$ cat config.mk
export PLATFORM = sky130hd
export DESIGN_NAME = opc_plane_color_control
export DESIGN_NICKNAME = d
export VERILOG_FILES = /design/src/pkg/opc_pkg.sv /design/src/core/opc_plane_color_control.sv
export VERILOG_INCLUDE_DIRS = /design/src /design/src/pkg
export SDC_FILE = /design/constraint.sdc
export NUM_CORES = 1
export LEC_CHECK = 0
export BUFFER_PORTS_ARGS = -buffer_cell sky130_fd_sc_hd__buf_2
export CAP_MARGIN = 30
export CELL_PAD_IN_SITES_DETAIL_PLACEMENT = 0
export CELL_PAD_IN_SITES_GLOBAL_PLACEMENT = 1
export CORE_MARGIN = 4
export CORE_UTILIZATION = 46
export CTS_CLUSTER_DIAMETER = 40
export DETAILED_ROUTE_END_ITERATION = 7
export GPL_ROUTABILITY_DRIVEN = 0
export PLACE_DENSITY = 0.88
export SLEW_MARGIN = 10
export SYNTH_ARGS = -nofsm -noshare
export SYNTH_HDL_FRONTEND = slang
export SYNTH_SLANG_ARGS = --single-unit
$ cat constraint.sdc
create_clock -name pclk -period 3.6 [get_ports pclk]
set_input_delay 0.54 -clock pclk [delete_from_list [all_inputs] [get_ports pclk]]
set_output_delay 0.54 -clock pclk [all_outputs]
set_load 0.01 [all_outputs]
$ cat src/pkg/opc_params.svh
// How it works
// - screen background enable is raster bit 7
// - per-character background enable is attribute bit 3
// - background drawn only when both enables set
// - screen off shows planes; char off passes video
// - background colour bits 6..4 select palette
// - select bit swaps slant/underline into red/green
// - select mode leaves only even palette entries
// - display enable is control bit 0
// - window enable bit 1 limits display vertically
// - 10-bit limits in sync lines, doubled scan
// - line equal to lower limit not displayed
// - full-raster enable is raster bit 6
// - full-raster colour is raster bits 2..0
// - plane 1 wins over plane 2 on overlap
// - plane 2 on bit 5, plane 1 bit 4
// - plane colours bits 2..0 and 6..4
// - i-pin active over selected planes, by priority
`ifndef OPC_PARAMS_SVH
`define OPC_PARAMS_SVH
`define OPC_ADDR_DISPLAY_CONTROL 12'h000
`define OPC_ADDR_CHAR_ATTRIBUTE 12'h004
`define OPC_ADDR_RASTER_BG_CONTROL 12'h008
`define OPC_ADDR_BORDER_BG_COLOR 12'h00c
`define OPC_ADDR_WINDOW_UPPER 12'h010
`define OPC_ADDR_WINDOW_LOWER 12'h014
`define OPC_ADDR_AREA_PLANE_COLOR 12'h018
`define OPC_ADDR_PORT_SELECT 12'h01c
`define OPC_ADDR_STATUS 12'h020
`define OPC_BIT_DISPLAY_ENABLE 0
`define OPC_BIT_WINDOW_ENABLE 1
`define OPC_BIT_CHAR_BG_SELECT 3
`define OPC_BIT_DOUBLE_SCAN 4
`define OPC_BIT_CHAR_BG_ENABLE 3
`define OPC_BIT_SLANT 6
`define OPC_BIT_UNDERLINE 5
`define OPC_BIT_SCREEN_BG_ENABLE 7
`define OPC_BIT_FULL_RASTER 6
`define OPC_BIT_PLANE2_ON 5
`define OPC_BIT_PLANE1_ON 4
`define OPC_BIT_IPIN_PLANE1 3
`define OPC_BIT_IPIN_PLANE2 7
`define OPC_BIT_LUMA_BLANK 2
`define OPC_BIT_IPIN_DISABLE 3
`define OPC_RESET_BYTE 8'h00
`define OPC_RESET_WINDOW_UPPER 10'h001
`define OPC_RESET_WINDOW_LOWER 10'h1fe
`endif

$ cat src/pkg/opc_pkg.sv
package opc_pkg;
	typedef struct packed {
		logic [2:0] bg_color;
		logic [2:0] raster_color;
		logic [2:0] plane1_color;
		logic [2:0] plane2_color;
	} opc_colors_type;
	typedef struct packed {
		logic char_pixel;
		logic [2:0] char_color;
		logic char_area;
		logic plane1_area;
		logic plane2_area;
	} opc_pixel_type;
	typedef enum logic [2:0] {
		OPC_SRC_VIDEO = 3'b000,
		OPC_SRC_RASTER = 3'b001,
		OPC_SRC_PLANE2 = 3'b010,
		OPC_SRC_PLANE1 = 3'b011,
		OPC_SRC_BG = 3'b100,
		OPC_SRC_CHAR = 3'b101
	} opc_src_type;
endpackage

$ cat src/core/opc_plane_color_control.sv
`timescale 1ns/1ps
`include "opc_params.svh"
module opc_plane_color_control #(
	parameter int LIMIT_WIDTH = 10
) (
	input wire logic pclk,
	input wire logic presetn,
	input wire logic psel,
	input wire logic penable,
	input wire logic pwrite,
	input wire logic [11:0] paddr,
	input wire logic [31:0] pwdata,
	output logic [31:0] prdata,
	output logic pready,
	output logic pslverr,
	input wire logic horizontal_sync_in,
	input wire logic vertical_sync_in,
	input wire opc_pkg::opc_pixel_type pixel_in,
	output logic [2:0] palette_index,
	output logic osd_active,
	output logic blank_out,
	output logic ipin_out,
	output logic ipin_enable,
	output logic luma_blank_pin_select
);
	////////////////////////////////////////////////////////////////
	logic [7:0] display_control_reg;
	logic [7:0] char_attribute_reg;
	logic [7:0] raster_background_control_reg;
	logic [7:0] border_background_color_reg;
	logic [LIMIT_WIDTH-1:0] window_upper_limit_reg;
	logic [LIMIT_WIDTH-1:0] window_lower_limit_reg;
	logic [7:0] area_plane_color_reg;
	logic [7:0] port_select_register_reg;
	logic wr_en;
	logic rd_hit;
	assign wr_en = psel & penable & pwrite;
	assign pready = 1'b1;
	always_comb begin
		case (paddr)
			`OPC_ADDR_DISPLAY_CONTROL,
			`OPC_ADDR_CHAR_ATTRIBUTE,
			`OPC_ADDR_RASTER_BG_CONTROL,
			`OPC_ADDR_BORDER_BG_COLOR,
			`OPC_ADDR_WINDOW_UPPER,
			`OPC_ADDR_WINDOW_LOWER,
			`OPC_ADDR_AREA_PLANE_COLOR,
			`OPC_ADDR_PORT_SELECT,
			`OPC_ADDR_STATUS: rd_hit = 1'b1;
			default: rd_hit = 1'b0;
		endcase
	end
	assign pslverr = psel & penable & ~rd_hit;
	always_ff @(posedge pclk or negedge presetn) begin
		if (!presetn) begin
			display_control_reg <= `OPC_RESET_BYTE;
			char_attribute_reg <= `OPC_RESET_BYTE;
			raster_background_control_reg <= `OPC_RESET_BYTE;
			border_background_color_reg <= `OPC_RESET_BYTE;
			window_upper_limit_reg <= `OPC_RESET_WINDOW_UPPER;
			window_lower_limit_reg <= `OPC_RESET_WINDOW_LOWER;
			area_plane_color_reg <= `OPC_RESET_BYTE;
			port_select_register_reg <= `OPC_RESET_BYTE;
		end else if (wr_en) begin
			case (paddr)
				`OPC_ADDR_DISPLAY_CONTROL: display_control_reg <= pwdata[7:0];
				`OPC_ADDR_CHAR_ATTRIBUTE: char_attribute_reg <= pwdata[7:0];
				`OPC_ADDR_RASTER_BG_CONTROL: raster_background_control_reg <= pwdata[7:0];
				`OPC_ADDR_BORDER_BG_COLOR: border_background_color_reg <= pwdata[7:0];
				`OPC_ADDR_WINDOW_UPPER: window_upper_limit_reg <= pwdata[LIMIT_WIDTH-1:0];
				`OPC_ADDR_WINDOW_LOWER: window_lower_limit_reg <= pwdata[LIMIT_WIDTH-1:0];
				`OPC_ADDR_AREA_PLANE_COLOR: area_plane_color_reg <= pwdata[7:0];
				`OPC_ADDR_PORT_SELECT: port_select_register_reg <= pwdata[7:0];
				default: ;
			endcase
		end
	end
	////////////////////////////////////////////////////////////////
	// sync inputs, three stages, change when 2nd and 3rd agree
	logic [2:0] hs_sync;
	logic [2:0] vs_sync;
	logic hs_level;
	logic vs_level;
	always_ff @(posedge pclk or negedge presetn) begin
		if (!presetn) begin
			hs_sync <= 3'h7;
			vs_sync <= 3'h7;
			hs_level <= 1'b1;
			vs_level <= 1'b1;
		end else begin
			hs_sync <= {hs_sync[1:0], horizontal_sync_in};
			vs_sync <= {vs_sync[1:0], vertical_sync_in};
			if (hs_sync[1] == hs_sync[2]) begin
				hs_level <= hs_sync[2];
			end
			if (vs_sync[1] == vs_sync[2]) begin
				vs_level <= vs_sync[2];
			end
		end
	end
	logic hs_fall;
	logic vs_fall;
	assign hs_fall = hs_level & (hs_sync[1] == hs_sync[2]) & ~hs_sync[2];
	assign vs_fall = vs_level & (vs_sync[1] == vs_sync[2]) & ~vs_sync[2];
	// line counter, in double scan every other sync line counts
	logic [LIMIT_WIDTH-1:0] line_count_reg;
	logic half_line_reg;
	logic double_scan;
	assign double_scan = display_control_reg[`OPC_BIT_DOUBLE_SCAN];
	always_ff @(posedge pclk or negedge presetn) begin
		if (!presetn) begin
			line_count_reg <= '0;
			half_line_reg <= 1'b0;
		end else if (vs_fall) begin
			line_count_reg <= '0;
			half_line_reg <= 1'b0;
		end else if (hs_fall) begin
			if (!double_scan || half_line_reg) begin
				if (line_count_reg != '1) begin
					line_count_reg <= line_count_reg + 1'b1;
				end
				half_line_reg <= 1'b0;
			end else begin
				half_line_reg <= 1'b1;
			end
		end
	end
	// lower limit line itself is outside
	logic in_window;
	assign in_window = (line_count_reg >= window_upper_limit_reg)
		& (line_count_reg < window_lower_limit_reg);
	logic window_ok;
	assign window_ok = ~display_control_reg[`OPC_BIT_WINDOW_ENABLE] | in_window;
	////////////////////////////////////////////////////////////////
	logic screen_bg;
	logic char_bg;
	logic draw_bg;
	logic [2:0] bg_sel;
	logic display_on;
	opc_pkg::opc_colors_type colors;
	assign screen_bg = raster_background_control_reg[`OPC_BIT_SCREEN_BG_ENABLE];
	assign char_bg = char_attribute_reg[`OPC_BIT_CHAR_BG_ENABLE];
	assign draw_bg = screen_bg & char_bg;
	assign display_on = display_control_reg[`OPC_BIT_DISPLAY_ENABLE];
	always_comb begin
		bg_sel = border_background_color_reg[6:4];
		if (display_control_reg[`OPC_BIT_CHAR_BG_SELECT]) begin
			// red/green from slant/underline, blue forced low
			bg_sel = {char_attribute_reg[`OPC_BIT_SLANT],
				char_attribute_reg[`OPC_BIT_UNDERLINE], 1'b0};
		end
	end
	assign colors.bg_color = bg_sel;
	assign colors.raster_color = raster_background_control_reg[2:0];
	assign colors.plane1_color = area_plane_color_reg[2:0];
	assign colors.plane2_color = area_plane_color_reg[6:4];
	logic plane1_hit;
	logic plane2_hit;
	logic raster_on;
	logic visible;
	assign visible = display_on & window_ok;
	assign plane1_hit = visible & pixel_in.plane1_area
		& raster_background_control_reg[`OPC_BIT_PLANE1_ON];
	assign plane2_hit = visible & pixel_in.plane2_area
		& raster_background_control_reg[`OPC_BIT_PLANE2_ON];
	assign raster_on = display_on & raster_background_control_reg[`OPC_BIT_FULL_RASTER];
	opc_pkg::opc_src_type src;
	always_comb begin
		if (visible && pixel_in.char_pixel) begin
			src = opc_pkg::OPC_SRC_CHAR;
		end else if (visible && pixel_in.char_area && draw_bg) begin
			src = opc_pkg::OPC_SRC_BG;
		end else if (visible && pixel_in.char_area && !char_bg) begin
			src = opc_pkg::OPC_SRC_VIDEO;
		end else if (plane1_hit) begin
			src = opc_pkg::OPC_SRC_PLANE1;
		end else if (plane2_hit) begin
			src = opc_pkg::OPC_SRC_PLANE2;
		end else if (raster_on) begin
			src = opc_pkg::OPC_SRC_RASTER;
		end else begin
			src = opc_pkg::OPC_SRC_VIDEO;
		end
	end
	logic [2:0] color_next;
	always_comb begin
		case (src)
			opc_pkg::OPC_SRC_CHAR: color_next = pixel_in.char_color;
			opc_pkg::OPC_SRC_BG: color_next = colors.bg_color;
			opc_pkg::OPC_SRC_PLANE1: color_next = colors.plane1_color;
			opc_pkg::OPC_SRC_PLANE2: color_next = colors.plane2_color;
			opc_pkg::OPC_SRC_RASTER: color_next = colors.raster_color;
			default: color_next = 3'h0;
		endcase
	end
	logic ipin_next;
	always_comb begin
		if (plane1_hit) begin
			ipin_next = area_plane_color_reg[`OPC_BIT_IPIN_PLANE1];
		end else if (plane2_hit) begin
			ipin_next = area_plane_color_reg[`OPC_BIT_IPIN_PLANE2];
		end else begin
			ipin_next = 1'b0;
		end
	end
	always_ff @(posedge pclk or negedge presetn) begin
		if (!presetn) begin
			palette_index <= 3'h0;
			osd_active <= 1'b0;
			blank_out <= 1'b0;
			ipin_out <= 1'b0;
		end else begin
			palette_index <= color_next;
			osd_active <= (src != opc_pkg::OPC_SRC_VIDEO);
			blank_out <= (src != opc_pkg::OPC_SRC_VIDEO);
			ipin_out <= ipin_next;
		end
	end
	assign ipin_enable = ~port_select_register_reg[`OPC_BIT_IPIN_DISABLE];
	assign luma_blank_pin_select = port_select_register_reg[`OPC_BIT_LUMA_BLANK];
	////////////////////////////////////////////////////////////////
	always_comb begin
		prdata = 32'h0;
		case (paddr)
			`OPC_ADDR_DISPLAY_CONTROL: prdata[7:0] = display_control_reg;
			`OPC_ADDR_CHAR_ATTRIBUTE: prdata[7:0] = char_attribute_reg;
			`OPC_ADDR_RASTER_BG_CONTROL: prdata[7:0] = raster_background_control_reg;
			`OPC_ADDR_BORDER_BG_COLOR: prdata[7:0] = border_background_color_reg;
			`OPC_ADDR_WINDOW_UPPER: prdata[LIMIT_WIDTH-1:0] = window_upper_limit_reg;
			`OPC_ADDR_WINDOW_LOWER: prdata[LIMIT_WIDTH-1:0] = window_lower_limit_reg;
			`OPC_ADDR_AREA_PLANE_COLOR: prdata[7:0] = area_plane_color_reg;
			`OPC_ADDR_PORT_SELECT: prdata[7:0] = port_select_register_reg;
			`OPC_ADDR_STATUS: prdata[LIMIT_WIDTH+1:0] = {vs_level, in_window, line_count_reg};
			default: prdata = 32'h0;
		endcase
	end
endmodule

==> results of run 1 <==
routing by layer:
metal / wire length (um) / share of wire [%] / up-vias
met5: 0 / 0 / -
met2: 5840 / 49 / 166
met1: 4790 / 40 / 1842
li1: - / - / 1763
met3: 919 / 7.7 / 26
met4: 314 / 2.6 / 0
area by class of cell:
| cell class | instances | area share (%) |
|---|---|---|
| multi-input combinational | 322 | 42.2 |
| clock buffer | 12 | 2.40 |
| timing repair buffer | 69 | 7.12 |
| sequential | 92 | 41.3 |
| inverter | 33 | 2.20 |
| clock inverter | 4 | 1.74 |
| tap | 136 | 3.03 |
cell families after synthesis:
kind of cell / after synthesis
other: 2
DFF: 92
and+or+nand+nor: 127
buffers and inverters: 65
xor gates and xnor gates: 8
AOI/OAI and AO/OA: 87
muxes: 57
adders and majority gates: 22
worst paths after layout:
check | startpoint | endpoint | slack [ps] | cells past startpoint
max reg2reg | line_count_reg[7] | palette_index[2] | 770 | 8
min reg2reg | hs_sync[0] | hs_sync[1] | 360 | 0
min | presetn | port_select_register_reg[3] | 70 | 1
min in group pclk | horizontal_sync_in | hs_sync[0] | 270 | 1
max in group asynchronous | presetn | hs_sync[2] | 2690 | 3
max | line_count_reg[7] | prdata[10] | 420 | 7
power groups by stage:
stage	sequential (mW)	clock, mW	combinational [mW]
after global placement	1.11	0	0.134
after detailed placement	1.11	0	0.143
final	1.09	0.811	0.142
after CTS	1.09	0.833	0.145
after global routing	1.09	0.876	0.163
after floorplan	1.10	0	0.0892
cell usage in the layout, fill, tap and decap left out, types with 5 or more instances in the layout:
cell / netlist / final
nand3_1: 7 / 7
xnor2_1: 6 / 6
a222oi_1: 10 / 10
ha_1: 20 / 20
buf_4: 22 / 13
a211oi_1: 5 / 5
clkbuf_8: 0 / 9
mux2_2: 53 / 53
nand2_1: 43 / 43
nand4_1: 10 / 10
buf_2: 2 / 55
nand2b_1: 5 / 5
o21ai_0: 26 / 26
nor3_1: 7 / 7
dfrtp_1: 75 / 75
a21oi_1: 8 / 8
inv_1: 33 / 33
dfstp_2: 17 / 17
conb_1: 2 / 21
a22oi_1: 17 / 17
nor2_1: 21 / 21
through the flow:
step / setup WS [ps] / hold WS, ps
2_1_floorplan: 759 / 244
3_3_place_gp: 505 / 346
3_5_place_dp: 484 / 348
4_1_cts: 411 / 59.7
5_1_grt: 288 / 70.4
6_report: 416 / 67.4
worst max-delay path, cell delays in order, from the launching register on:
cell      delay (ps)
dfrtp_1          480
ha_1             330
a211oi_1         230
nor2_1            70
or3_1            350
o211ai_1         560
nor2b_1          110
buf_2            170
==> results.json, run 1 <==
{
  "status": "finished, final reports clean",
  "worstHoldPathType": "in2async",
  "synthXorXnorAreaFrac_pct": 1.42,
  "combPwrFrac_pct": 7.0,
  "antenna_found_initial": 0,
  "cap_violations": 0,
  "dpl_cell_area_um2": 5390,
  "via_count": 3797,
  "synthArstFlopShare_pct": 100,
  "synth_cell_types": 58,
  "synthCells": 460,
  "synth_area_um2": 4950,
  "cp-end-kind": "output pin",
  "top_usage_layer": "met2",
  "p_sw_share_pct": 22.9,
  "post-place-cells": 652,
  "coreArea_um2": 10400,
  "rsz0062_at_grt": "no",
  "antenna_left": 0,
  "hold_violations": 0,
  "n_fill_cell": 929,
  "critPathLaunchType": "flip-flop",
  "final_util_pct": 54.0,
  "arrival_ps": 2640,
  "numPortBuffers": 56,
  "start_util_pct": 47.5,
  "clock_tree.buffer_depth": 2,
  "synth_area_leaders": "dfrtp_1, mux2_2, dfstp_2",
  "grtUsageMet1_pct": 25.4,
  "path_class": "reg2out",
  "design_area_um2": 5620,
  "max_freq_mhz": 314,
  "grt.met3_usage_pct": 4.84,
  "path_max_fanout": 6,
  "syn_to_final_growth_pct": 13.5,
  "yosysMostFrequentCell": "dfrtp_1",
  "htreeDepth": 3,
  "num_antenna_cells": 0,
  "finalPower_mw": 2.04,
  "root_buffer": "clkbuf_8",
  "cts_buffers": 9,
  "syn_area_per_cell_um2": 10.8,
  "synthFlopType": "dfrtp_1",
  "synthAdderAreaFrac_pct": 5.46,
  "cts_setup_buffers": 0,
  "ys_warn_count": 0,
  "die_h_um": 112,
  "first_global_vias": 3836,
  "wl_per_cell_um": 17.8,
  "synth_edf_count": 0,
  "die_w_um": 112,
  "dieArea_um2": 12500,
  "synth_top_area_share_pct": 37.9,
  "max_slew_margin_pct": 55.1,
  "dp_hpwl_mm": 9.01,
  "synth_top_family_by_area": "simple AND/OR/NAND/NOR gates",
  "track_usage_pct": 19.6,
  "ys_seq_elements": 92,
  "total_leakage_power_nw": 2.79,
  "cts_tree": "yes",
  "fin_worst_skew_ps": 7.41,
  "setup_viol": 0,
  "power_frac_clock_pct": 39.7,
  "cp.required_ps": 3060,
  "fin_crit_sh_pct": 88.4,
  "seq_area_frac_synth_pct": 46.9,
  "period_needed_ps": 3180,
  "power_switching_mw": 0.468,
  "synthMuxAreaShare_pct": 12.9,
  "layout-drive-gt1-share_pct": 30.8,
  "layout.area.seq_um2": 2320,
  "grt_pass1_wl_mm": 19.6,
  "io_pins": 100,
  "met2_usage_pct": 32.2,
  "tns_ps": 0,
  "multiInputGateArea_um2": 2370,
  "rows": 37,
  "clkLatencyLatePin_ps": 360,
  "worstMarginPinSlew_ps": 669,
  "cts.sink_count": 92,
  "postCtsHoldBufs": 0,
  "yosys.area_share.simple_pct": 14.3,
  "drc": 0,
  "peakVddDrop_v": 0.000267,
  "yosysTopAreaCell": "dfrtp_1",
  "synth-compound-area-share_pct": 12.3,
  "grt_start_max_net_pins": 68,
  "firstDrtPassIters": 8,
  "internal_power_mw": 1.58,
  "ys_top_cells_by_count": "dfrtp_1, mux2_2, nand2_1",
  "grt-ovfl-total": 0,
  "power_density_nw_per_um2": 363,
  "power_frac_seq_pct": 53.4,
  "drt_wl_total_mm": 11.9,
  "post_cts_resized": 0,
  "report.final.slew_viol_count": 0,
  "via_per_inst": 5.68,
  "drt-initial-drc-count": 238,
  "cts.reportedPaths.clkPinSlew_ps": 80,
  "final_cell_count_no_fill": 668,
  "layout.nets": 605
}
Power figures use the tool's default switching activity.
==> inputs of run 2 (changes only) <==
Settings changed: BUFFER_PORTS_ARGS -buffer_cell sky130_fd_sc_hd__buf_2 to -buffer_cell sky130_fd_sc_hd__buf_4, CTS_CLUSTER_DIAMETER 40 to unset, SKIP_LAST_GASP set to 1.
==> results.json, run 2 (synthesized netlist as in run 1, its figures left out) <==
{
  "status": "finished, final reports clean",
  "clkLatencyLatePin_ps": 360,
  "layout-drive-gt1-share_pct": 31.4,
  "drt_wl_total_mm": 12.0,
  "root_buffer": "clkbuf_8",
  "p_sw_share_pct": 25.5,
  "cts_buffers": 9,
  "post-place-cells": 652,
  "antenna_found_initial": 0,
  "cts_setup_buffers": 0,
  "path_class": "reg2out",
  "drt-initial-drc-count": 312,
  "fin_crit_sh_pct": 89.9,
  "final_common_cell": "dfrtp_1",
  "worstMarginPinSlew_ps": 665,
  "cap_violations": 0,
  "fin_worst_skew_ps": 10.7,
  "dp_hpwl_mm": 9.09,
  "critPathLaunchType": "flip-flop",
  "track_usage_pct": 19.7,
  "combPwrFrac_pct": 7.8,
  "rsz0062_at_grt": "no",
  "final_util_pct": 54.8,
  "r2r_end": "palette_index[2]",
  "rrSetupSlack_ps": 770,
  "grt-ovfl-total": 0,
  "multiInputGateArea_um2": 2370,
  "post_cts_resized": 0,
  "final_cell_mix": "dfrtp_1, buf_4, mux2_2",
  "numPortBuffers": 56,
  "reg2reg_depth": 8,
  "power_frac_clock_pct": 36.0,
  "r2r-start": "line_count_reg[7]",
  "firstDrtPassIters": 5,
  "start_util_pct": 47.5,
  "n_fill_cell": 960,
  "path_max_fanout": 6,
  "first_global_vias": 3795,
  "via_count": 3797,
  "total_leakage_power_nw": 2.81,
  "max_freq_mhz": 309,
  "power_switching_mw": 0.497,
  "wl_per_cell_um": 18.0,
  "postCtsHoldBufs": 0,
  "period_needed_ps": 3230,
  "cts.sink_count": 92,
  "via_per_inst": 5.68,
  "peakVddDrop_v": 0.000234,
  "cts_tree": "yes",
  "setup_viol": 0,
  "layout.area.seq_um2": 2320,
  "rows": 37,
  "cp-end-kind": "output pin",
  "drc": 0,
  "report.final.slew_viol_count": 0,
  "layout.nets": 605,
  "arrival_ps": 2690,
  "finalPower_mw": 1.94,
  "coreArea_um2": 10400,
  "grt_pass1_wl_mm": 19.8,
  "worstHoldPathType": "in2async",
  "grt_start_max_net_pins": 46,
  "hold_violations": 0,
  "power_frac_seq_pct": 56.1,
  "die_w_um": 112,
  "max_slew_margin_pct": 55.5,
  "syn_to_final_growth_pct": 15.2,
  "die_h_um": 112,
  "io_pins": 100,
  "cts.reportedPaths.clkPinSlew_ps": 100,
  "tns_ps": 0,
  "htreeDepth": 3,
  "clock_tree.buffer_depth": 2,
  "dieArea_um2": 12500,
  "antenna_left": 0,
  "internal_power_mw": 1.45,
  "cp.required_ps": 3060,
  "num_antenna_cells": 0,
  "power_density_nw_per_um2": 341,
  "final_cell_count_no_fill": 668
}
run 2: per-layer routing:
layer / GRT usage [%] / vias up / wire, um
li1: - / 1763 / -
met1: 26.6 / 1863 / 5040
met2: 32.5 / 158 / 5910
met3: 3.80 / 13 / 915
met4: 5.11 / 0 / 124
met5: 0 / - / 0
run 2: worst max path at each step:
stage                 startpoint          to  slack [ps]  cells after the start
6_report       line_count_reg[7]  prdata[10]         370                      7
4_1_cts        line_count_reg[7]  prdata[10]         370                      7
5_1_grt        line_count_reg[7]  prdata[10]         170                      7
3_5_place_dp            paddr[7]   prdata[5]         460                      8
3_3_place_gp            paddr[7]   prdata[2]         500                      8
2_1_floorplan           paddr[7]   prdata[3]         760                      6
run 2: area by class of cell:
cell class              count  area share [%]
clock buffers               9            2.17
clock inverters             7            1.32
inverters                  33            2.17
multi-input cells         322            41.5
flip-flops and latches     92            40.7
well taps                 136            2.98
repair buffers             69            9.08
run 2: power by group through the flow:
stage / logic [mW] / registers (mW) / clock network, mW
after floorplan: 0.0892 / 1.10 / 0
after global placement: 0.147 / 1.11 / 0
after detailed placement: 0.155 / 1.11 / 0
after CTS: 0.156 / 1.09 / 0.721
after global routing: 0.173 / 1.09 / 0.765
final: 0.152 / 1.09 / 0.701
run 2: per-stage QoR:
stage	instance area [um2]	hold WS [ps]	setup slack, ps
floorplan	5020	244	759
global route	5700	212	173
CTS	5700	193	370
finish	5700	181	365
detailed placement	5510	349	460
global placement	5510	346	500
run 2: critical path, cell delays in order (launching register included):
cell and delay (ps):
dfrtp_1 490, ha_1 330, a211oi_1 240, nor2_1 80
or3_1 350, o211ai_1 560, nor2b_1 120, buf_4 170
